==> config.mk <==
export PLATFORM = sky130hd
export DESIGN_NAME = lhp_slave_port_flat
export DESIGN_NICKNAME = d
export VERILOG_FILES = /design/src/core/lhp_pkg.sv /design/src/core/lhp_link_if.sv /design/src/core/lhp_slave_port.sv /design/src/flat_wrapper.sv
export SDC_FILE = /design/constraint.sdc
export NUM_CORES = 1
export LEC_CHECK = 0
export ABC_AREA = 1
export BUFFER_PORTS_ARGS = -buffer_cell sky130_fd_sc_hd__clkbuf_2
export CORE_MARGIN = 3
export CORE_UTILIZATION = 54
export CTS_CLUSTER_SIZE = 14
export DETAILED_ROUTE_END_ITERATION = 7
export PLACE_DENSITY = 0.91
export SETUP_SLACK_MARGIN = 0.1
export SLEW_MARGIN = 10
export SYNTH_ARGS = -nofsm -noshare
export SYNTH_HDL_FRONTEND = slang
export SYNTH_SLANG_ARGS = --single-unit
==> constraint.sdc <==
create_clock -name clk -period 3 [get_ports clk]
set_input_delay 0.6 -clock clk [delete_from_list [all_inputs] [get_ports clk]]
set_output_delay 0.6 -clock clk [all_outputs]
set_load 0.02 [all_outputs]
==> src/core/lhp_pkg.sv <==
// shared constants and types for the host slave port and its host end
package lhp_pkg;
    // register selection through the low pointer bits
    localparam logic [1:0] LHP_SEL_CTL0 = 2'h0;
    localparam logic [1:0] LHP_SEL_ADRL = 2'h1;
    localparam logic [1:0] LHP_SEL_ADRH = 2'h2;
    localparam logic [1:0] LHP_SEL_CFG  = 2'h3;
    // control register 0 bit positions
    localparam int LHP_BIT_STOP  = 2;
    localparam int LHP_BIT_RUN   = 1;
    localparam int LHP_BIT_INIT  = 0;
    localparam int LHP_BIT_ON    = 3;
    // configuration register 3 bit positions
    localparam int LHP_BIT_SWAP  = 2;
    localparam int LHP_BIT_LATCH = 1;
    localparam int LHP_BIT_ROLE  = 0;
    // reset values
    localparam logic [15:0] LHP_CTL0_RST = 16'h0004;
    localparam logic [15:0] LHP_CFG_RST  = 16'h0000;
    // acknowledge delays in clock cycles (50 ns each)
    localparam int LHP_SHORT_NS = 100;
    localparam int LHP_LONG_NS  = 300;
    localparam int LHP_CLK_NS   = 50;
    localparam logic [3:0] LHP_SHORT_CYC =
        4'((LHP_SHORT_NS + LHP_CLK_NS - 1) / LHP_CLK_NS);
    localparam logic [3:0] LHP_LONG_CYC =
        4'((LHP_LONG_NS + LHP_CLK_NS - 1) / LHP_CLK_NS);
    // transmit ring pointer layout
    localparam int LHP_TX_RING_LEN_CODE_MSB = 31;
    localparam int LHP_TX_RING_LEN_CODE_LSB = 29;
    localparam logic [2:0] LHP_RING_ALIGN = 3'h0;
    // apb map of the host end
    localparam logic [7:0] LHP_APB_CMD    = 8'h00;
    localparam logic [7:0] LHP_APB_WDATA  = 8'h04;
    localparam logic [7:0] LHP_APB_RDATA  = 8'h08;
    localparam logic [7:0] LHP_APB_STATUS = 8'h0C;
    localparam logic [7:0] LHP_APB_RING   = 8'h10;
    // slave port states
    typedef enum logic [1:0] {
        LHP_IDLE = 2'b00,
        LHP_WAIT = 2'b01,
        LHP_ACK  = 2'b10
    } lhp_state_t;
    // host end states
    typedef enum logic [1:0] {
        LHP_H_IDLE = 2'b00,
        LHP_H_STRB = 2'b01,
        LHP_H_DONE = 2'b10
    } lhp_hstate_t;
    // the registers whose delay class is long
    function automatic logic lhp_is_long(input logic isPtr,
                                         input logic [1:0] sel);
        return !isPtr && (sel == LHP_SEL_ADRL || sel == LHP_SEL_ADRH);
    endfunction
endpackage

==> src/core/lhp_link_if.sv <==
// link between the host end and the device slave port
`timescale 1ns/1ps
interface lhp_link_if;
    logic        chipSel_n;
    logic        data_strobe_n;
    logic        readNotWrite;
    logic        ptrSel;
    logic [15:0] hostData;
    logic [15:0] devData;
    logic        ready;
    logic        bus_grant_in;
    modport dev  (input chipSel_n, data_strobe_n, readNotWrite, ptrSel,
                  hostData, bus_grant_in, output devData, ready);
    modport host (output chipSel_n, data_strobe_n, readNotWrite, ptrSel,
                  hostData, input devData, ready, bus_grant_in);
endinterface

==> src/core/lhp_slave_port.sv <==
// device end: slave register port, reset, and bus pin configuration
// Operation
// - reset input or stop bit halts everything
// - reset clears ctl0 to stop, clears cfg
// - run bit resumes operation after stop
// - host rewrites config after every stop
// - chip select enters slave register access mode
// - pointer write, then register access cycle
// - pointer holds until rewritten
// - host stops device before touching regs 1-3
// - strobe requests, ready acknowledges
// - regs 1 and 2 acknowledge later
// - latch polarity bit sets latch enable level
// - role clear: byte masks plus bus request
// - byte-mask mode requests bus when needed
// - role set: byte select, chain grant, request
// - grant passes downstream when not requesting
// - requesting device keeps grant, output high
// - chain request asserted only if line high
// - swap bit swaps bytes on dma transfers
// - tx ring pointer: length code, aligned base
// - regs 1 and 2 hold init block address
// - host avoids select while device holds bus
`timescale 1ns/1ps
module lhp_slave_port
(
    // clock and reset
    input  wire logic        clk,
    input  wire logic        sys_rst,
    // link to host
    lhp_link_if.dev          link,
    // master side requests from the dma engine
    input  wire logic        memNeed,
    input  wire logic        dmaAddrLsb,
    input  wire logic        dmaByte,
    input  wire logic        dmaUpper,
    input  wire logic [15:0] fifoWord,
    input  wire logic        latchPhase,
    // open-drain chain request pin
    input  wire logic        chainReqIn,
    output logic             chainReqOut,
    output logic             chainReqOe,
    // bus pins
    output logic [1:0]       byte_mask_n,
    output logic             busRequest,
    output logic             byteSel,
    output logic             chain_grant_out_n,
    output logic             addrLatch,
    output logic [15:0]      memWord,
    // status
    output logic             running,
    output logic [31:0]      initBlockAddr,
    output logic             slaveMode
);
    import lhp_pkg::*;

    typedef struct packed {
        lhp_state_t  state;
        logic [3:0]  count;
        logic [1:0]  ptr;
        logic [15:0] ctl0;
        logic [15:0] adrl;
        logic [15:0] adrh;
        logic [15:0] cfg;
        logic [15:0] devData;
        logic        reqHeld;
        logic        ownGrant;
    } lhp_dev_t;

    lhp_dev_t cur;
    lhp_dev_t next_cur;
    logic     isLong;
    logic     stopped;
    logic     roleCtl;
    logic     latchPolarity;
    logic     byteOrderSwap;

    assign roleCtl       = cur.cfg[LHP_BIT_ROLE];
    assign latchPolarity = cur.cfg[LHP_BIT_LATCH];
    assign byteOrderSwap = cur.cfg[LHP_BIT_SWAP];
    assign stopped       = cur.ctl0[LHP_BIT_STOP];
    assign isLong        = lhp_is_long(link.ptrSel, cur.ptr);

    // next state: slave access sequencing and register effects
    always_comb
    begin
        next_cur = cur;
        case (cur.state)
            LHP_IDLE:
            begin
                // chip select with strobe opens a slave access
                if (!link.chipSel_n && !link.data_strobe_n)
                begin
                    next_cur.state = LHP_WAIT;
                    next_cur.count = isLong ? LHP_LONG_CYC
                                            : LHP_SHORT_CYC;
                end
            end
            LHP_WAIT:
            begin
                if (cur.count > 4'h1)
                begin
                    next_cur.count = cur.count - 4'h1;
                end
                else
                begin
                    next_cur.state = LHP_ACK;
                    if (link.ptrSel)
                    begin
                        if (!link.readNotWrite)
                        begin
                            next_cur.ptr = link.hostData[1:0];
                        end
                        next_cur.devData = {14'h0000, cur.ptr};
                    end
                    else if (link.readNotWrite)
                    begin
                        case (cur.ptr)
                            LHP_SEL_CTL0: next_cur.devData = cur.ctl0;
                            LHP_SEL_ADRL: next_cur.devData = cur.adrl;
                            LHP_SEL_ADRH: next_cur.devData = cur.adrh;
                            default:      next_cur.devData = cur.cfg;
                        endcase
                    end
                    else
                    begin
                        case (cur.ptr)
                            LHP_SEL_CTL0:
                            begin
                                if (link.hostData[LHP_BIT_STOP])
                                begin
                                    // soft reset also clears config
                                    next_cur.ctl0 = LHP_CTL0_RST;
                                    next_cur.cfg  = LHP_CFG_RST;
                                    next_cur.reqHeld  = 1'b0;
                                    next_cur.ownGrant = 1'b0;
                                end
                                else if (link.hostData[LHP_BIT_RUN]
                                         || link.hostData[LHP_BIT_INIT])
                                begin
                                    next_cur.ctl0[LHP_BIT_STOP] = 1'b0;
                                    next_cur.ctl0[LHP_BIT_ON]   = 1'b1;
                                    next_cur.ctl0[LHP_BIT_RUN]  =
                                        link.hostData[LHP_BIT_RUN];
                                    next_cur.ctl0[LHP_BIT_INIT] =
                                        link.hostData[LHP_BIT_INIT];
                                end
                            end
                            // written only while stopped to be honoured
                            LHP_SEL_ADRL:
                                if (stopped) next_cur.adrl = link.hostData;
                            LHP_SEL_ADRH:
                                if (stopped) next_cur.adrh = link.hostData;
                            default:
                                if (stopped) next_cur.cfg = link.hostData;
                        endcase
                    end
                end
            end
            LHP_ACK:
            begin
                // ready holds until the strobe is withdrawn
                if (link.data_strobe_n)
                begin
                    next_cur.state = LHP_IDLE;
                end
            end
            default: next_cur.state = LHP_IDLE;
        endcase
        // bus request and daisy chain grant handling
        if (stopped)
        begin
            next_cur.reqHeld  = 1'b0;
            next_cur.ownGrant = 1'b0;
        end
        else if (!roleCtl)
        begin
            next_cur.reqHeld  = memNeed;
            next_cur.ownGrant = memNeed && link.bus_grant_in;
        end
        else
        begin
            // join the shared line only while nobody else pulls it
            if (memNeed && !cur.reqHeld && chainReqIn)
                next_cur.reqHeld = 1'b1;
            else if (!memNeed)
                next_cur.reqHeld = 1'b0;
            next_cur.ownGrant = cur.reqHeld && link.bus_grant_in;
        end
    end

    // single state register; async reset loads constants only
    always_ff @(posedge clk or posedge sys_rst)
    begin
        if (sys_rst)
        begin
            cur         <= '0;
            cur.state   <= LHP_IDLE;
            cur.ctl0    <= LHP_CTL0_RST;
            cur.cfg     <= LHP_CFG_RST;
        end
        else
        begin
            cur <= next_cur;
        end
    end

    // link outputs
    assign link.ready   = (cur.state == LHP_ACK);
    assign link.devData = cur.devData;

    // pin roles follow the configuration
    always_comb
    begin
        byte_mask_n       = 2'b11;
        busRequest        = 1'b0;
        byteSel           = 1'b0;
        chain_grant_out_n = 1'b1;
        chainReqOut       = 1'b0;
        chainReqOe        = 1'b0;
        if (!roleCtl)
        begin
            busRequest = cur.reqHeld;
            if (cur.ownGrant)
                byte_mask_n = dmaByte ? (dmaUpper ? 2'b01 : 2'b10) : 2'b00;
        end
        else
        begin
            byteSel    = dmaByte;
            chainReqOe = cur.reqHeld;
            // grant passes on unless we asked for it
            chain_grant_out_n = !(link.bus_grant_in && !cur.reqHeld);
        end
    end

    assign addrLatch     = latchPhase ^ !latchPolarity;
    assign memWord       = byteOrderSwap ? {fifoWord[7:0], fifoWord[15:8]}
                                         : fifoWord;
    assign running       = !stopped;
    assign initBlockAddr = {cur.adrh, cur.adrl};
    assign slaveMode     = !link.chipSel_n;
endmodule // lhp_slave_port

==> src/flat_wrapper.sv <==
// flat-port wrapper written by rule: the top's interface ports become plain ports
module lhp_slave_port_flat import lhp_pkg::*;
  (clk, sys_rst, memNeed, dmaAddrLsb, dmaByte, dmaUpper, fifoWord, latchPhase, chainReqIn, chainReqOut, chainReqOe, byte_mask_n, busRequest, byteSel, chain_grant_out_n, addrLatch, memWord, running, initBlockAddr, slaveMode, link_chipSel_n, link_data_strobe_n, link_readNotWrite, link_ptrSel, link_hostData, link_bus_grant_in, link_devData, link_ready);
  lhp_link_if link_i ();
  input  wire logic clk;
  input  wire logic sys_rst;
  input  wire logic memNeed;
  input  wire logic dmaAddrLsb;
  input  wire logic dmaByte;
  input  wire logic dmaUpper;
  input  wire logic [15:0] fifoWord;
  input  wire logic latchPhase;
  input  wire logic chainReqIn;
  output logic chainReqOut;
  output logic chainReqOe;
  output logic [1:0] byte_mask_n;
  output logic busRequest;
  output logic byteSel;
  output logic chain_grant_out_n;
  output logic addrLatch;
  output logic [15:0] memWord;
  output logic running;
  output logic [31:0] initBlockAddr;
  output logic slaveMode;
  input wire logic [$bits(link_i.chipSel_n)-1:0] link_chipSel_n;
  input wire logic [$bits(link_i.data_strobe_n)-1:0] link_data_strobe_n;
  input wire logic [$bits(link_i.readNotWrite)-1:0] link_readNotWrite;
  input wire logic [$bits(link_i.ptrSel)-1:0] link_ptrSel;
  input wire logic [$bits(link_i.hostData)-1:0] link_hostData;
  input wire logic [$bits(link_i.bus_grant_in)-1:0] link_bus_grant_in;
  output wire logic [$bits(link_i.devData)-1:0] link_devData;
  output wire logic [$bits(link_i.ready)-1:0] link_ready;
  assign link_i.chipSel_n = link_chipSel_n;
  assign link_i.data_strobe_n = link_data_strobe_n;
  assign link_i.readNotWrite = link_readNotWrite;
  assign link_i.ptrSel = link_ptrSel;
  assign link_i.hostData = link_hostData;
  assign link_i.bus_grant_in = link_bus_grant_in;
  assign link_devData = link_i.devData;
  assign link_ready = link_i.ready;
  lhp_slave_port u_core (.clk(clk), .sys_rst(sys_rst), .link(link_i), .memNeed(memNeed), .dmaAddrLsb(dmaAddrLsb), .dmaByte(dmaByte), .dmaUpper(dmaUpper), .fifoWord(fifoWord), .latchPhase(latchPhase), .chainReqIn(chainReqIn), .chainReqOut(chainReqOut), .chainReqOe(chainReqOe), .byte_mask_n(byte_mask_n), .busRequest(busRequest), .byteSel(byteSel), .chain_grant_out_n(chain_grant_out_n), .addrLatch(addrLatch), .memWord(memWord), .running(running), .initBlockAddr(initBlockAddr), .slaveMode(slaveMode));
endmodule
# Yosys cells after proc, flatten, opt, wreduce, memory -nomap -nowiden
# Cells that the tools add are included.
# word_totals
ff_bits	78
inputBits	45
out_inout_bits	75
elab_cells	98
# classes
addsub	1
magnitude_cmp	1
eq_ne	15
muxes	34
bitwise_logic	5
n_reduce_logical	32
# ops
cell	n
16-bit 2-to-1 mux	5
16-bit one-hot mux with 3 select lines	1
16-bit one-hot mux with 2 select lines	1
5-bit by 4-bit inequality test with 1-bit output (second input constant)	6
2-bit 2-to-1 mux	14
6-bit AND reduction	4
4-bit 2-to-1 mux	3
3-bit AND reduction	3
4-bit one-hot mux with 2 select lines	1
2-bit nonzero test	4
1-bit logical AND	7
1-bit logical NOT	7
7-bit AND reduction	1
1-bit 2-to-1 mux	6
6-bit 2-to-1 mux	1
2-bit inequality test (second input constant)	3
2-bit one-hot mux with 3 select lines	1
2-bit by 1-bit equality test with 1-bit output (second input constant)	2
2-bit equality test (second input constant)	2
4-bit by 1-bit > comparator with 1-bit output (second input constant)	1
2-bit logical NOT	2
2-bit by 1-bit inequality test with 1-bit output (second input constant)	2
1-bit inverter	4
4-bit AND reduction	1
5 further kinds	6

# Depth between registers and ports, before layout
# depth
depth_word	10
ltp_mapped	10
mapped_depth_nobuf	9

# Least setup slack after synthesis
# OpenSTA, ideal clock, no wires.
# synth_path
path_type	reg-to-output
startpoint	reg u_core.cur (netlist bit u_core.byteOrderSwap)
endpoint	out memWord[4]
t_arrival_ns	1.190
t_required_ns	2.400
setup_slack_ns	1.210
path_stages_with_launch	4
n_path_buf	2
cell_sequence	dfrtp_1 > clkbuf_1 > clkbuf_1 > o21ai_0
# synth_via
elab_chain_cells	1
# synth_lines
element	line	rtl
from (decl)	lhp_slave_port.sv:70	lhp_dev_t cur;
from (signal assigned)	lhp_slave_port.sv:204	cur <= next_cur;
16-bit 2-to-1 mux	lhp_slave_port.sv:237	assign memWord = byteOrderSwap ? {fifoWord[7:0], fifoWord[15:8]}
to (decl)	flat_wrapper.sv:21	output logic [15:0] memWord;
# Every way passes these cells.

# Worst setup path after layout
# layout_path
startpoint	reg u_core.cur (netlist bit u_core.byteOrderSwap)
endpoint	out memWord[12]
# The elaborated chain is that of the path after synthesis.

==> impl_metrics.tcl <==
set metrics [dict create \
    synth-seq-cells 78 \
    r2r-start "u_core.cur[84]" \
    crit_slowest_cell "dfrtp_1" \
    finalSetupTns_ns 0 \
    area_growth_pct 9.11 \
    yosysTopAreaCellShare 0.413 \
    io_pins 120 \
    postCtsHoldBufs 0 \
    rsz0062_at_grt "false" \
    synth.largest_area_cell "dfrtp_1" \
    fin_nets 753 \
    yosysSeqAreaShare 0.418 \
    max_cap_viol_count 0 \
    worst-path-max-fanout 34 \
    rows 33 \
    worst-r2r-setup-slack_ns 0.79 \
    dp_hpwl_um 8450 \
    synthXorXnorAreaFrac 0.00188 \
    drcViolationCount 0 \
    postRouteAntennaNets 0 \
    diodes 0 \
    globalRouteTotalUtil 0.240 \
    synth_top_family_by_area "simple AND/OR/NAND/NOR gates" \
    synth-simple-area-share 0.360 \
    globalRouteOverflowTotal 0 \
    worst_slew_pin_slew_ns 0.862 \
    crit_chain "nor2_1 > a21oi_1 > clkbuf_2" \
    hold_viol_final 0 \
    num-fill-cells 698 \
    path_clk_slew_ns 0.08 \
    worstRegToRegCells 8 \
    synth_cell_types 28 \
    worst_clock_skew_ns 0.0157 \
    num_vias 4306 \
    min_period_ns 2.33 \
    grt_pass1_wl_um 19100 \
    vias_per_cell 5.30 \
    outcome "complete, no violations" \
    peakVddDrop_mv 0.374 \
    finalSetupViolCount 0 \
    numClockSinks 78 \
    clock_latency_ns 0.36 \
    gp_congestion 0.908 \
    cts_buffers 9 \
    grt_pass1_vias 3998 \
    cts_root_buf "clkbuf_8" \
    wl_per_cell_um 14.4 \
    avgSynthCellArea_um2 7.26 \
    core_mm2 0.00830 \
    cts-resized-gates 0 \
    drive_gt1_frac 0.236 \
    synthMuxAreaShare 0 \
    synth_compound_area_frac 0.0410 \
    netlist_area_mm2 0.00467 \
    leakage_nw 3.02 \
    htreeDepth 3 \
    hp-class "in -> async" \
    wirelength_um 11700 \
    synth_fp_nets 694 \
    ys_top_cells_by_area "dfrtp_1, nand2_1, nand3_1, buf_4, nor2_1" \
    cts_tree "yes" \
    fmax_mhz 429 \
    clk_path_buf_depth 2 \
    grt_start_max_net_pins 35 \
    timing.critical_path.buf_inv 1 \
    antenna_found_initial 0 \
    endpoint_kind "output pin" \
    power_density_mw_per_mm2 863 \
    r2r_end "u_core.initBlockAddr[10]" \
    slew_violations 0 \
    dp_slack_ns 0.782 \
    first_pass_iters 6 \
    layout_setup_ws_ns 0.668 \
    drt-initial-drc-count 463 \
    synth_fa_ha_area_frac 0.0161 \
    min_period_over_period 0.777 \
    chipWidth_um 99.0 \
    die_area_mm2 0.00980 \
    cpLargestDelayFamily "flip-flops" \
    start_kind "flip-flop" \
    relSlewSlack 0.425 \
    cp_data_required_time_ns 2.40 \
    synth_cells 643 \
    yosys_warnings 0 \
    die_h_um 99.0 \
    cp_data_arrival_time_ns 1.73 \
    max_stage_delay_ns 0.91 \
    portBuffers 117 \
    path_class "reg -> out" \
    cts_setup_buffers 0 \
    initial_core_util 0.563 \
]
[cell usage in the layout (no fill, tap or decap), types with 2 or more instances in the layout]
master	n
nand3_1	80
inv_1	43
nand4_2	2
clkbuf_2	117
clkinvlp_4	2
nor2_1	51
nand2_2	3
o21ai_0	25
nand4_1	9
clkinv_4	2
ha_1	6
a21oi_1	10
nand2_4	2
buf_4	7
clkinv_1	3
nand2_1	232
inv_2	10
nor2_4	5
clkbuf_8	9
dfrtp_1	77
[where the power goes]
| group | switching (W) | total (W) | leakage [nW] | internal [W] |
|---|---|---|---|---|
| clock network | 0.000408 | 0.000798 | 0.0931 | 0.000390 |
| logic | 0.00138 | 0.00198 | 1.87 | 0.000600 |
| registers | 0.000269 | 0.00163 | 1.06 | 0.00136 |
| total | 0.00205 | 0.00440 | 3.02 | 0.00235 |
[worst max-delay path by stage]
| stage | start | endpoint | slack [ns] | depth (start not counted) |
|---|---|---|---|---|
| floorplan | sys_rst | u_core.byteOrderSwap | 0.41 | 1 |
| global placement | link_ptrSel | u_core.cur[21] | 0.90 | 7 |
| detailed placement | link_ptrSel | u_core.cur[30] | 0.78 | 7 |
| CTS | u_core.byteOrderSwap | memWord[9] | 0.68 | 3 |
| global route | u_core.byteOrderSwap | memWord[10] | 0.45 | 3 |
| finish | u_core.byteOrderSwap | memWord[12] | 0.67 | 3 |
[synth_stat cells]
master and n:
nand2_1 232, inv_1 44, nand2_2 3, nand4_2 2, nor2_2 1, dfrtp_1 77, o21ai_0 25, o21ai_2 1
buf_4 51, conb_1 1, clkbuf_1 7, xnor2_1 1, nor2_1 51, o211ai_1 1, dfstp_2 1, inv_2 9
nand3_2 1, clkinv_2 1, nand2_4 2, ha_1 6, nor2_4 5, clkinv_1 3, a21oi_1 10, buf_2 11
buf_6 7, nand3_1 80, nand4_4 1, nand4_1 9
[flip-flops by register name, indices dropped and copies added, names as in the netlist]
name / cells
u_core.link.devData: 16
u_core.cur: 29
u_core.byteOrderSwap: 1
u_core.initBlockAddr: 32
[per-layer routing]
layer | track usage | routed length [um]
met1 | 0.323 | 4730
met2 | 0.397 | 5590
met3 | 0.0396 | 1050
met4 | 0.0777 | 297
met5 | 0 | 0
[cell families (layout without fill, tap and decap cells)]
logic type	Yosys count	in the layout
DFF	78	78
buffers and inverters	133	197
and+or+nand+nor	387	387
adders and majority gates	6	6
xor gates and xnor gates	1	1
AOI/OAI and AO/OA	37	37
other	1	1
[area by class of cell]
| cell class | instances | area (um^2) | share of cell area |
|---|---|---|---|
| Sequential cell | 78 | 1950 | 0.383 |
| Clock buffer | 10 | 128 | 0.0250 |
| Tap cell | 105 | 131 | 0.0258 |
| Multi-Input combinational cell | 432 | 1960 | 0.384 |
| Timing Repair Buffer | 124 | 638 | 0.125 |
| Clock inverter | 6 | 71.3 | 0.0140 |
| Inverter | 57 | 215 | 0.0422 |
[metrics by stage]
| stage | total power (W) | util | instances | hold slack (ns) | instance area [um^2] |
|---|---|---|---|---|---|
| 2_1_floorplan | 0.00320 | - | 643 | 0.437 | 4670 |
| 3_3_place_gp | 0.00351 | 0.590 | 796 | 0.450 | 4900 |
| 3_5_place_dp | 0.00360 | 0.590 | 796 | 0.456 | 4900 |
| 4_1_cts | 0.00439 | 0.614 | 812 | 0.228 | 5090 |
| 5_1_grt | 0.00471 | 0.614 | 812 | 0.251 | 5090 |
| 6_report | 0.00440 | 0.614 | 812 | 0.209 | 5090 |
Power figures use the tool's default switching activity.
